### src/lcdsd_pkg.sv
// Constants, register map and carrier types of the segment LCD driver control block.
// Assumes a byte-wide register port on clk_sys and a single synchronous reset.
//
// Overview of operation
// - Module enable bit starts LCD operation; clearing it stops operation.
// - Sleep-disable bit 1 halts driver in sleep; 0 keeps driving in sleep.
// - Pixel write while write-allow is 0 sets sticky write error, cleared by software only.
// - Segment enable bit 1 gives pin segment function; 0 leaves general I/O.
// - Twelve pixel registers; index is three times common plus segment group.
// - Pixel bit 1 makes pixel dark; 0 leaves it clear.
// - Bias mode bit picks half or third bias for two or three commons.
// - Waveform type bit selects Type-A or Type-B phase changes.
// - Prescale field divides LCD clock by value plus one; resets to 1:4.
// - Internal reference enable switches the reference and contrast circuit on; code gates only ref_on and ref_src_fvr with it, not contrast.
// - Ladder-idle bit turns reference buffer off during ladder B phase.
// - Each bias pin enable connects its pin to the internal bias level.
// - Bias pin connection leaves pin direction and analog select untouched.
// - Contrast field sets ladder resistance to value over seven of maximum.
// - Clock source field picks system clock over 256, crystal or internal oscillator.
// - While module is inactive, reference ladder, contrast ladder and reference are off.
// - Reference source bit chooses I/O supply or triple fixed reference.
package lcdsd_pkg;
   // ****************************************************
   // Register map
   // ****************************************************
   localparam logic [7:0] ADDR_MAIN = 8'h00;
   localparam logic [7:0] ADDR_PHASE = 8'h01;
   localparam logic [7:0] ADDR_REF = 8'h02;
   localparam logic [7:0] ADDR_CONTRAST = 8'h03;
   localparam logic [7:0] ADDR_SEGEN0 = 8'h04;
   localparam logic [7:0] ADDR_DATA0 = 8'h10;
   localparam logic [7:0] ADDR_IRQ_STATUS = 8'h20;
   localparam logic [7:0] ADDR_IRQ_MASK = 8'h21;
   localparam int SEG_REGS = 3;
   localparam int DATA_REGS = 12;
   // ****************************************************
   // Field positions and reset values
   // ****************************************************
   localparam int MAIN_EN = 7;
   localparam int MAIN_SLP = 6;
   localparam int MAIN_WRITE_ERROR_FLAG = 5;
   localparam int MAIN_CS = 2;
   localparam int PHASE_WFT = 7;
   localparam int PHASE_BIAS = 6;
   localparam int PHASE_ACT = 5;
   localparam int PHASE_WA = 4;
   localparam int REF_IRE = 7;
   localparam int REF_IRS = 6;
   localparam int REF_IRI = 5;
   localparam int REF_PE = 1;
   localparam logic [1:0] LMUX_RESET = 2'h3;
   localparam logic [3:0] PRESCALE_RESET = 4'h3;
   localparam logic [7:0] SYS_DIV_LAST = 8'hff; // Fixed divide by 256
   localparam int IRQ_WRITE_ERROR_FLAG = 0;
   localparam int IRQ_FRAME = 1;
   // ****************************************************
   // Types
   // ****************************************************
   typedef enum logic [1:0] {CS_SYS = 2'h0, CS_XTAL = 2'h1} lcdsd_cs_t;
   typedef enum logic [1:0] {ST_IDLE = 2'b01, ST_SCAN = 2'b10} lcdsd_state_t;
   typedef struct packed {
      logic ladder_on;
      logic ref_on;
      logic ref_src_fvr;
      logic buf_off;
      logic [2:0] bias_pin_en;
      logic [2:0] contrast;
   } lcdsd_analog_t;
endpackage

### src/lcdsd_top.sv
// Segment LCD driver control: register file, clock selection, prescaler, common scan.
// Assumes crystal and internal oscillator inputs are asynchronous, all else on clk_sys.
`timescale 1ns/1ps
module lcdsd_top
(
   input wire logic clk_sys,
   input wire logic rst,
   input wire logic [7:0] reg_addr,
   input wire logic [7:0] reg_wdata,
   input wire logic reg_wr,
   input wire logic reg_rd,
   output logic [7:0] reg_rdata,
   input wire logic cpu_sleep,
   input wire logic xtal_osc_clk,
   input wire logic lfint_osc_clk,
   input wire logic ladder_phase_b,
   output logic [3:0] com_drive,
   output logic [23:0] seg_dark,
   output logic [23:0] seg_func,
   output logic drive_phase,
   output logic bias_half,
   output lcdsd_pkg::lcdsd_analog_t analog,
   output logic irq
);
   // ****************************************************
   // Registers
   // ****************************************************
   logic [7:0] main_q;
   logic [7:0] phase_q;
   logic [7:0] ref_q;
   logic [2:0] contrast_q;
   logic [7:0] segen_q [lcdsd_pkg::SEG_REGS];
   logic [7:0] data_q [lcdsd_pkg::DATA_REGS];
   logic [1:0] irq_stat_q;
   logic [1:0] irq_mask_q;
   logic [7:0] rdata_q;
   logic write_error_flag_q;
   logic active_q;
   logic [7:0] sysdiv_q;
   logic [2:0] xtal_sync_q;
   logic [2:0] lfint_sync_q;
   logic [3:0] pre_q;
   logic [1:0] com_q;
   logic phase_q_r;
   lcdsd_pkg::lcdsd_state_t state_q;
   logic [3:0] com_drive_q;
   logic [23:0] seg_dark_q;
   lcdsd_pkg::lcdsd_analog_t analog_q;

   // ****************************************************
   // Address decode
   // ****************************************************
   wire logic hit_main = reg_addr == lcdsd_pkg::ADDR_MAIN;
   wire logic hit_phase = reg_addr == lcdsd_pkg::ADDR_PHASE;
   wire logic hit_ref = reg_addr == lcdsd_pkg::ADDR_REF;
   wire logic hit_contrast = reg_addr == lcdsd_pkg::ADDR_CONTRAST;
   wire logic hit_stat = reg_addr == lcdsd_pkg::ADDR_IRQ_STATUS;
   wire logic hit_mask = reg_addr == lcdsd_pkg::ADDR_IRQ_MASK;
   wire logic [7:0] seg_off = reg_addr - lcdsd_pkg::ADDR_SEGEN0;
   wire logic [7:0] data_off = reg_addr - lcdsd_pkg::ADDR_DATA0;
   wire logic hit_seg = seg_off < 8'(lcdsd_pkg::SEG_REGS);
   wire logic hit_data = data_off < 8'(lcdsd_pkg::DATA_REGS);

   // ****************************************************
   // Field views
   // ****************************************************
   wire logic mod_en = main_q[lcdsd_pkg::MAIN_EN];
   wire logic slp_dis = main_q[lcdsd_pkg::MAIN_SLP];
   wire logic [1:0] clk_src = main_q[lcdsd_pkg::MAIN_CS +: 2];
   wire logic [1:0] lmux = main_q[1:0];
   wire logic waveform_type_bit = phase_q[lcdsd_pkg::PHASE_WFT];
   wire logic bias_md = phase_q[lcdsd_pkg::PHASE_BIAS];
   wire logic [3:0] prescale = phase_q[3:0];

   // Driver runs when enabled and not held off by sleep
   wire logic active_d = mod_en & ~(cpu_sleep & slp_dis);

   // ****************************************************
   // Clock source selection
   // ****************************************************
   // Edges taken from the second stage against a third, never the first
   wire logic xtal_tick = xtal_sync_q[1] & ~xtal_sync_q[2];
   wire logic lfint_tick = lfint_sync_q[1] & ~lfint_sync_q[2];
   wire logic sys_tick = sysdiv_q == lcdsd_pkg::SYS_DIV_LAST;
   // Steps only once the scan state has left idle, so no tick is lost to the counter clear
   wire logic scanning = state_q == lcdsd_pkg::ST_SCAN;
   wire logic src_tick = (clk_src == lcdsd_pkg::CS_SYS) ? sys_tick :
                         (clk_src == lcdsd_pkg::CS_XTAL) ? xtal_tick : lfint_tick;
   wire logic frame_tick = active_q & scanning & src_tick & (pre_q == prescale);
   wire logic last_com = com_q == lmux;

   // Writes to pixel data are refused in the cycle the scan latches a common
   wire logic write_allow = ~(active_q & frame_tick);
   wire logic data_wr = reg_wr & hit_data;
   wire logic write_error_flag_set = data_wr & ~write_allow;

   // ****************************************************
   // Read mux
   // ****************************************************
   wire logic [7:0] phase_rd = {phase_q[7:6], active_q, write_allow, phase_q[3:0]};
   wire logic [7:0] main_rd = {main_q[7:6], write_error_flag_q, 1'b0, main_q[3:0]};
   wire logic [7:0] rd_mux = hit_main ? main_rd :
                            hit_phase ? phase_rd :
                            hit_ref ? {ref_q[7:5], 1'b0, ref_q[3:1], 1'b0} :
                            hit_contrast ? {5'h00, contrast_q} :
                            hit_seg ? segen_q[seg_off[1:0]] :
                            hit_data ? data_q[data_off[3:0]] :
                            hit_stat ? {6'h00, irq_stat_q} :
                            hit_mask ? {6'h00, irq_mask_q} : 8'h00;

   // ****************************************************
   // Pixel selection for the current common
   // ****************************************************
   wire logic [3:0] row_base = {1'b0, com_q, 1'b0} + {2'h0, com_q};
   wire logic [23:0] row_bits = {data_q[row_base + 4'h2], data_q[row_base + 4'h1], data_q[row_base]};
   wire logic [23:0] seg_en_all = {segen_q[2], segen_q[1], segen_q[0]};

   // Control registers
   always_ff @(posedge clk_sys)
   begin
      if (rst)
      begin
         main_q <= {6'h00, lcdsd_pkg::LMUX_RESET};
         phase_q <= {4'h0, lcdsd_pkg::PRESCALE_RESET};
         ref_q <= 8'h00;
         contrast_q <= 3'h0;
         irq_mask_q <= 2'h0;
      end
      else if (reg_wr)
      begin
         if (hit_main)
            main_q <= {reg_wdata[7:6], 2'h0, reg_wdata[3:0]};
         if (hit_phase)
            phase_q <= {reg_wdata[7:6], 2'h0, reg_wdata[3:0]};
         if (hit_ref)
            ref_q <= {reg_wdata[7:5], 1'b0, reg_wdata[3:1], 1'b0};
         if (hit_contrast)
            contrast_q <= reg_wdata[2:0];
         if (hit_mask)
            irq_mask_q <= reg_wdata[1:0];
      end
   end

   // Segment enables and pixel data, one flop group per entry
   genvar gi;
   generate
      for (gi = 0; gi < lcdsd_pkg::SEG_REGS; gi++)
      begin : g_seg
         always_ff @(posedge clk_sys)
         begin
            if (rst)
               segen_q[gi] <= 8'h00;
            else if (reg_wr && hit_seg && seg_off[1:0] == 2'(gi))
               segen_q[gi] <= reg_wdata;
         end
      end
      for (gi = 0; gi < lcdsd_pkg::DATA_REGS; gi++)
      begin : g_data
         // Refused writes leave the stored pixels unchanged
         always_ff @(posedge clk_sys)
         begin
            if (rst)
               data_q[gi] <= 8'h00;
            else if (data_wr && write_allow && data_off[3:0] == 4'(gi))
               data_q[gi] <= reg_wdata;
         end
      end
   endgenerate

   // Write error: clearable only, set wins over a clear in the same cycle
   always_ff @(posedge clk_sys)
   begin
      if (rst)
         write_error_flag_q <= 1'b0;
      else if (write_error_flag_set)
         write_error_flag_q <= 1'b1;
      else if (reg_wr && hit_main && !reg_wdata[lcdsd_pkg::MAIN_WRITE_ERROR_FLAG])
         write_error_flag_q <= 1'b0;
   end

   // Interrupt status: read clears, new events win
   always_ff @(posedge clk_sys)
   begin
      if (rst)
         irq_stat_q <= 2'h0;
      else
         irq_stat_q <= (irq_stat_q & {2{~(reg_rd & hit_stat)}}) | {frame_tick & last_com, write_error_flag_set};
   end

   // Read data stands one cycle after the strobe
   always_ff @(posedge clk_sys)
   begin
      if (rst)
         rdata_q <= 8'h00;
      else
         rdata_q <= reg_rd ? rd_mux : 8'h00;
   end

   // Synchronisers and the fixed system divider
   always_ff @(posedge clk_sys)
   begin
      if (rst)
      begin
         xtal_sync_q <= 3'h0;
         lfint_sync_q <= 3'h0;
         sysdiv_q <= 8'h00;
         active_q <= 1'b0;
      end
      else
      begin
         xtal_sync_q <= {xtal_sync_q[1:0], xtal_osc_clk};
         lfint_sync_q <= {lfint_sync_q[1:0], lfint_osc_clk};
         sysdiv_q <= sysdiv_q + 8'h01;
         active_q <= active_d;
      end
   end

   // Scan state: idle while inactive, stepping commons while active
   always_ff @(posedge clk_sys)
   begin
      if (rst)
         state_q <= lcdsd_pkg::ST_IDLE;
      else
      begin
         unique case (state_q)
            lcdsd_pkg::ST_IDLE: if (active_q) state_q <= lcdsd_pkg::ST_SCAN;
            lcdsd_pkg::ST_SCAN: if (!active_q) state_q <= lcdsd_pkg::ST_IDLE;
            default: state_q <= lcdsd_pkg::ST_IDLE;
         endcase
      end
   end

   // Prescaler, common counter and drive phase
   // Type-A flips phase every common step, Type-B once per full frame
   always_ff @(posedge clk_sys)
   begin
      if (rst || state_q == lcdsd_pkg::ST_IDLE)
      begin
         pre_q <= 4'h0;
         com_q <= 2'h0;
         phase_q_r <= 1'b0;
      end
      else if (src_tick)
      begin
         pre_q <= frame_tick ? 4'h0 : pre_q + 4'h1;
         if (frame_tick)
         begin
            com_q <= last_com ? 2'h0 : com_q + 2'h1;
            if (!waveform_type_bit || last_com)
               phase_q_r <= ~phase_q_r;
         end
      end
   end

   // Pin drive: active common one-hot, dark pixels on enabled segments
   always_ff @(posedge clk_sys)
   begin
      if (rst)
      begin
         com_drive_q <= 4'h0;
         seg_dark_q <= 24'h000000;
      end
      else
      begin
         com_drive_q <= active_q ? 4'h1 << com_q : 4'h0;
         seg_dark_q <= active_q ? row_bits & seg_en_all : 24'h000000;
      end
   end

   // Analog controls; all but the bias pin enables off while inactive
   always_ff @(posedge clk_sys)
   begin
      if (rst)
         analog_q <= '0;
      else
      begin
         analog_q.ladder_on <= active_q;
         analog_q.ref_on <= active_q & ref_q[lcdsd_pkg::REF_IRE];
         analog_q.ref_src_fvr <= active_q & ref_q[lcdsd_pkg::REF_IRE] & ref_q[lcdsd_pkg::REF_IRS];
         analog_q.buf_off <= ~active_q | (ref_q[lcdsd_pkg::REF_IRI] & ladder_phase_b);
         analog_q.bias_pin_en <= ref_q[lcdsd_pkg::REF_PE +: 3];
         analog_q.contrast <= active_q ? contrast_q : 3'h0;
      end
   end

   // ****************************************************
   // Outputs
   // ****************************************************
   assign reg_rdata = rdata_q;
   assign com_drive = com_drive_q;
   assign seg_dark = seg_dark_q;
   assign seg_func = seg_en_all;
   assign drive_phase = phase_q_r;
   assign bias_half = bias_md & (lmux == 2'h1 || lmux == 2'h2);
   assign analog = analog_q;
   assign irq = |(irq_stat_q & irq_mask_q);
endmodule // lcdsd_top

### config.mk
export PLATFORM = sky130hd
export DESIGN_NAME = lcdsd_top
export DESIGN_NICKNAME = d
export VERILOG_FILES = /design/src/lcdsd_pkg.sv /design/src/lcdsd_top.sv
export SDC_FILE = /design/constraint.sdc
export NUM_CORES = 1
export LEC_CHECK = 0
export ABC_AREA = 1
export BUFFER_PORTS_ARGS = -buffer_cell sky130_fd_sc_hd__buf_4
export CORE_MARGIN = 1
export CORE_UTILIZATION = 59
export CTS_BUF_LIST = sky130_fd_sc_hd__clkbuf_4 sky130_fd_sc_hd__clkbuf_8
export DETAILED_ROUTE_END_ITERATION = 6
export PLACE_DENSITY = 0.79
export SYNTH_ARGS = -nofsm -noshare
export SYNTH_HDL_FRONTEND = slang
export SYNTH_SLANG_ARGS = --single-unit
### constraint.sdc
create_clock -name clk_sys -period 6.1 [get_ports clk_sys]
set_input_delay 0.305 -clock clk_sys [delete_from_list [all_inputs] [get_ports clk_sys]]
set_output_delay 0.305 -clock clk_sys [all_outputs]
set_load 0.01 [all_outputs]
==> run metrics, run 1 <==
WL met1=14400 um; RD Place Congestion=1.13; Mapped Area=0.0110 mm2; IO Pins=97; final worst path period need=3.19 ns; Post-Synth Simple-Gate Area=24.5%; Post-DP HPWL=26700 um; Hold Crit Start=ladder_phase_b; root buffer cell=clkbuf_8; Fin. Hold Viols=0; total track usage=39.1%; DR top layer=met4; largest net degree at the start of global routing=89; Synth Warn #=0; Tightest Pin Transition=1.25 ns; Reg clk slew, reported paths=0.07 ns; die height=138 um; n_diodes=0; status=finished, violations left; PD cells=255 mW/mm2; Setup CP Type=reg2reg; Final TNS setup=0 ns; worst setup margin=2.91 ns; Slew HR=16.1%; CTS max path bufs=3; maximum VDD drop=0.000242 V; Area Overhead vs Synth=14.1%; Post-Syn Area per Cell=8.16 um2; DIE AREA=0.0191 mm2; die width=138 um; placed cell count=1606; CTS H-tree depth=2; Worst Path Required=6.52 ns; DP Area=0.0117 mm2; max_cap viols=0; Worst Hold Class=in2reg; core region area=0.0181 mm2; asr flop ratio synth=0%; # rows=49; Leak=5.26 nW; multiplexer share of the synthesized area=0.274%; CP max FO=88; DR DRC count=28; Post-CTS Setup Bufs=0; fraction of layout cells with a size suffix above 1=15.0%; synthesis-stage register bit count=216; Highest Clock Rate=313 MHz; CTS sink cnt=216; final net count=1448; Mapped Nets=1374; commonest non-fill, non-tap cell in the layout=nand2_1; post-route cell area=0.0125 mm2; drt via density=6.24; total number of vias=10500; synthesized instance count=1344; first-pass GRT wire length=56200 um; CTS tree=built; grt ovf=0; Clock Latency Late Sink=0.55 ns; Yosys cell types=50; Compound-Gate Fraction of Synth Area=15.8%; DR iter-0 viols=1732; Avg WL per Cell=22.3 um; metal3 WL=5000 um; port buffer count=96; failing checks=DRC; RSZ-0062 raised after global routing=no; DRT antenna net count=0; post-synthesis adder-cell area fraction=0.684%; commonest cells after routing, fill and taps aside=277 x nand2_1, 197 x nor2_1, 130 x o21ai_0; number of synthesized flops with an enable pin=120; routed wl met2=16100 um; Final setup viols=0; Critical Path Start=com_q[0]; Worst Skew=0.0240 ns; Initial Util=60.7%; Slew Viols, Final=0; vias in the first global route=9390; Post-Place Worst Slack=3.04 ns; Util after Layout=69.2%; final WL=37400 um; Pre-Repair DR Iteration Count=7; Top FF cell, synth=edfxtp_1; PostCTS Resize Cnt=0; Setup crit start kind=flip-flop; total CTS buffers=36; Critical R2R Launch=com_q[0]; sequential cell area fraction in the yosys report=50.4%; fin cells=1675; initial antenna violation count=0; period utilization=52.3%; CP Capture Type=flip-flop; xor and xnor area share after synthesis=0.399%; Critical Path AT=3.62 ns; combinational family with the most area after synthesis=simple AND/OR/NAND/NOR gates
[layer usage]
metal / global-route usage (%) / up-vias
met4: 19.4 / 0
met1: 55.1 / 4771
met5: 0 / -
met2: 57.9 / 854
met3: 7.62 / 142
li1: - / 4686
[state kept, by name, indices dropped and copies added, names as in the netlist, 6 cells and up]
register / cells
analog: 10
sysdiv_q: 8
reg_rdata: 8
segen_q: 24
ref_q: 6
seg_dark: 24
main_q: 6
data_q: 96
phase_q: 6
[power breakdown]
group | switching (W) | internal, W | total, W | leakage [nW]
Combinational | 0.000157 | 0.0000560 | 0.000213 | 2.81
Sequential | 0.0000303 | 0.00156 | 0.00159 | 2.03
Clock | 0.000597 | 0.000786 | 0.00138 | 0.412
Total | 0.000784 | 0.00241 | 0.00319 | 5.26
[synthesized netlist by cell type (3+ instances only)]
cell type / instances / area [um2]
clkbuf_1: 40 / 150
a21oi_1: 80 / 400
a311oi_1: 3 / 26.3
edfxtp_1: 120 / 3600
o2111ai_1: 8 / 70.1
nor3_1: 10 / 50.1
ha_1: 6 / 75.1
nand2_1: 277 / 1040
o211ai_1: 15 / 113
nand3_1: 39 / 195
nand2_4: 3 / 33.8
buf_2: 24 / 120
buf_4: 4 / 30.0
o21ai_1: 5 / 25.0
nand2_2: 6 / 37.5
dfxtp_1: 96 / 1920
o21ai_0: 130 / 651
mux2i_1: 3 / 30.0
nor2_4: 7 / 78.8
clkinv_1: 8 / 30.0
nor4_1: 4 / 25.0
xnor2_1: 3 / 26.3
o31ai_1: 4 / 30.0
o22ai_1: 42 / 263
inv_4: 4 / 25.0
inv_1: 125 / 469
a211oi_1: 11 / 82.6
nand3_4: 10 / 175
nor2_1: 197 / 739
nand4_4: 3 / 63.8
a31oi_1: 6 / 37.5
nand4_1: 21 / 131
inv_2: 8 / 30.0
[worst max-delay path, cell delays in order, from the launching register on]
cell	delay, ns
dfxtp_2	0.32
buf_4	0.63
ha_1	0.83
xnor2_1	0.39
clkinv_1	0.48
o2111ai_1	0.33
inv_1	0.06
[path summary, 6_finish.rpt]
check	to	slack, ns	cells after the start
setup / recovery	seg_dark[18]	2.91	6
hold / removal	analog[6]	0.01	3
setup reg to reg	seg_dark[18]	2.91	6
hold reg to reg	xtal_sync_q[1]	0.40	2
[area by class of cell]
type / instances / area, um2
Clock buffer: 55 / 663
Clock inverter: 11 / 114
Fill cell: 1495 / 5570
Inverter: 145 / 554
Multi-Input combinational cell: 913 / 4570
Sequential cell: 216 / 5530
Tap cell: 229 / 287
Timing Repair Buffer: 106 / 803
[cell families after synthesis]
| logic type | after synthesis |
|---|---|
| and+or+nand+nor | 590 |
| AOI/OAI and AO/OA | 309 |
| DFF | 216 |
| buffers and inverters | 215 |
| adders and majority gates | 6 |
| xor gates and xnor gates | 5 |
| muxes | 3 |
[metrics by stage]
| step | power (W) | hold slack, ns |
|---|---|---|
| finish | 0.00319 | 0.0129 |
| global route | 0.00328 | 0.0285 |
| CTS | 0.00319 | 0.00887 |
| detailed placement | 0.00183 | 0.397 |
| global placement | 0.00182 | 0.390 |
| floorplan | 0.00173 | 0.388 |
[repair_timing]
item,4_1_cts,5_1_grt
hold buffers,3,0
setup endpoints to repair,0,0
endpoints found under the hold margin,3,0
(Power assumes the default switching activity.)
==> inputs of run 2 (changes only) <==
Clock period 6.1 ns to 3.1 ns, I/O delays scaled along.
==> run metrics, run 2 (synthesis results as in run 1) <==
Largest Register=data_q (unchanged); PD cells=472 mW/mm2 (was 255 mW/mm2); port buffer count=96 (unchanged); Fin. Hold Viols=0 (unchanged); core region area=0.0181 mm2 (unchanged); Critical R2R Launch=sysdiv_q[0] (was com_q[0]); largest net degree at the start of global routing=58 (was 89); Pre-Repair DR Iteration Count=7 (unchanged); vias in the first global route=9531 (was 9390); Leak=5.36 nW (was 5.26 nW); Avg WL per Cell=22.3 um (about the same); total CTS buffers=36 (unchanged); failing checks=DRC (unchanged); Final setup viols=0 (unchanged); commonest cells after routing, fill and taps aside=277 x nand2_1, 197 x nor2_1, 130 x o21ai_0 (unchanged); Post-CTS Setup Bufs=0 (unchanged); Clock Latency Late Sink=0.55 ns (about the same); Slew Viols, Final=0 (unchanged); root buffer cell=clkbuf_8 (unchanged); Tightest Pin Transition=1.13 ns (was 1.25 ns); Worst Path Required=3.24 ns (was 6.52 ns); Setup CP Type=reg2reg (unchanged); CTS sink cnt=216 (unchanged); fraction of layout cells with a size suffix above 1=15.7% (was 15.0%); Setup crit start kind=flip-flop (unchanged); total number of vias=10500 (about the same); CP Capture Type=flip-flop (unchanged); Initial Util=60.7% (unchanged); final WL=37900 um (was 37400 um); n_diodes=0 (unchanged); total track usage=39.9% (was 39.1%); RD Place Congestion=1.03 (was 1.13); IO Pins=97 (unchanged); die width=138 um (unchanged); Critical Path Start=sysdiv_q[0] (was com_q[0]); status=finished, violations left (unchanged); final worst path period need=2.61 ns (was 3.19 ns); max_cap viols=0 (unchanged); grt ovf=0 (unchanged); drt via density=6.14 (was 6.24); final net count=1481 (was 1448); Final TNS setup=0 ns (unchanged); fin cells=1703 (was 1675); DIE AREA=0.0191 mm2 (unchanged); initial antenna violation count=0 (unchanged); Highest Clock Rate=383 MHz (was 313 MHz); number of flip-flops in the largest register=96 (unchanged); Hold Crit Start=reg_addr[7] (was ladder_phase_b); Worst Hold Class=in2reg (unchanged); Critical Path AT=2.75 ns (was 3.62 ns); RSZ-0062 raised after global routing=no (unchanged); PostCTS Resize Cnt=0 (unchanged); Area Overhead vs Synth=15.8% (was 14.1%); commonest non-fill, non-tap cell in the layout=nand2_1 (unchanged); Slew HR=24.2% (was 16.1%); DR DRC count=24 (was 28); Post-DP HPWL=27100 um (was 26700 um); CP max FO=8 (was 88); DR iter-0 viols=1591 (was 1732); CTS H-tree depth=2 (unchanged); Worst Skew=0.0330 ns (was 0.0240 ns); placed cell count=1625 (was 1606); maximum VDD drop=0.000442 V (was 0.000242 V); CTS max path bufs=3 (unchanged); die height=138 um (unchanged); CTS tree=built (unchanged); # rows=49 (unchanged); Reg clk slew, reported paths=0.06 ns (was 0.07 ns); DRT antenna net count=0 (unchanged); first-pass GRT wire length=56700 um (was 56200 um); period utilization=84.1% (was 52.3%)
==> run 2: changes by cell type in the layout (fill, tap and decap cells not counted), sizes merged <==
cell / change
buf: +19
dlygate4sd3: +14
clkbuf: -6
bufinv: -2
clkinvlp: +2
clkinv: +1
==> run 2: layout make-up <==
type	instances	area [um2]
fill	1440	5380
inverter	145	554
multi-input combinational	913	4570
timing repair buffer	139	1100
tap	229	287
clock buffer	49	599
sequential	216	5530
clock inverter	12	75.1
==> run 2: what timing repair did <==
item                                   in CTS  in global routing
setup endpoints to repair                   0                  0
endpoints found under the hold margin      25                  0
hold buffers                               17                  0
==> run 2: power by group <==
| part | internal, W | switching, W | leakage, nW | total [W] |
|---|---|---|---|---|
| sequential | 0.00308 | 0.0000552 | 2.03 | 0.00313 |
| combinational | 0.000132 | 0.000322 | 2.97 | 0.000454 |
| clock | 0.00127 | 0.00115 | 0.355 | 0.00241 |
| total | 0.00447 | 0.00152 | 5.36 | 0.00600 |
==> run 2: worst paths after layout <==
kind              slack [ns]  cells after the start               to
hold / removal          0.18                      6    irq_mask_q[0]
hold reg to reg         0.41                      2  lfint_sync_q[1]
setup reg to reg        0.49                     10     data_q[6][3]
setup / recovery        0.49                     10     data_q[6][3]
==> run 2: metrics by stage <==
stage | util [%] | hold WS, ns | worst slack [ns] | instance area (um2) | total power, W
3_5_place_dp | 65.6 | 0.341 | 0.536 | 11900 | 0.00361
4_1_cts | 70.3 | 0.151 | 0.507 | 12700 | 0.00599
5_1_grt | 70.3 | 0.216 | 0.290 | 12700 | 0.00615
2_1_floorplan | - | 0.247 | 0.681 | 11000 | 0.00340
3_3_place_gp | 65.6 | 0.338 | 0.595 | 11900 | 0.00360
6_report | 70.3 | 0.180 | 0.492 | 12700 | 0.00600
==> run 2: routing by layer <==
metal / track usage (%) / share of wire, % / vias to the layer above
met5: 0 / 0 / -
met4: 19.8 / 4.9 / 0
met3: 7.97 / 12 / 144
met2: 62.1 / 44 / 765
met1: 53.4 / 38 / 4804
li1: - / - / 4743
==> run 2: critical path, cell delays in order, from the launching register on <==
cell	delay, ns
dfxtp_1	0.32
ha_1	0.21
nand2_1	0.10
nor2_2	0.07
inv_1	0.06
o21ai_1	0.07
nand2_2	0.15
inv_2	0.08
nand2_4	0.13
nand2_4	0.10
o31ai_1	0.91
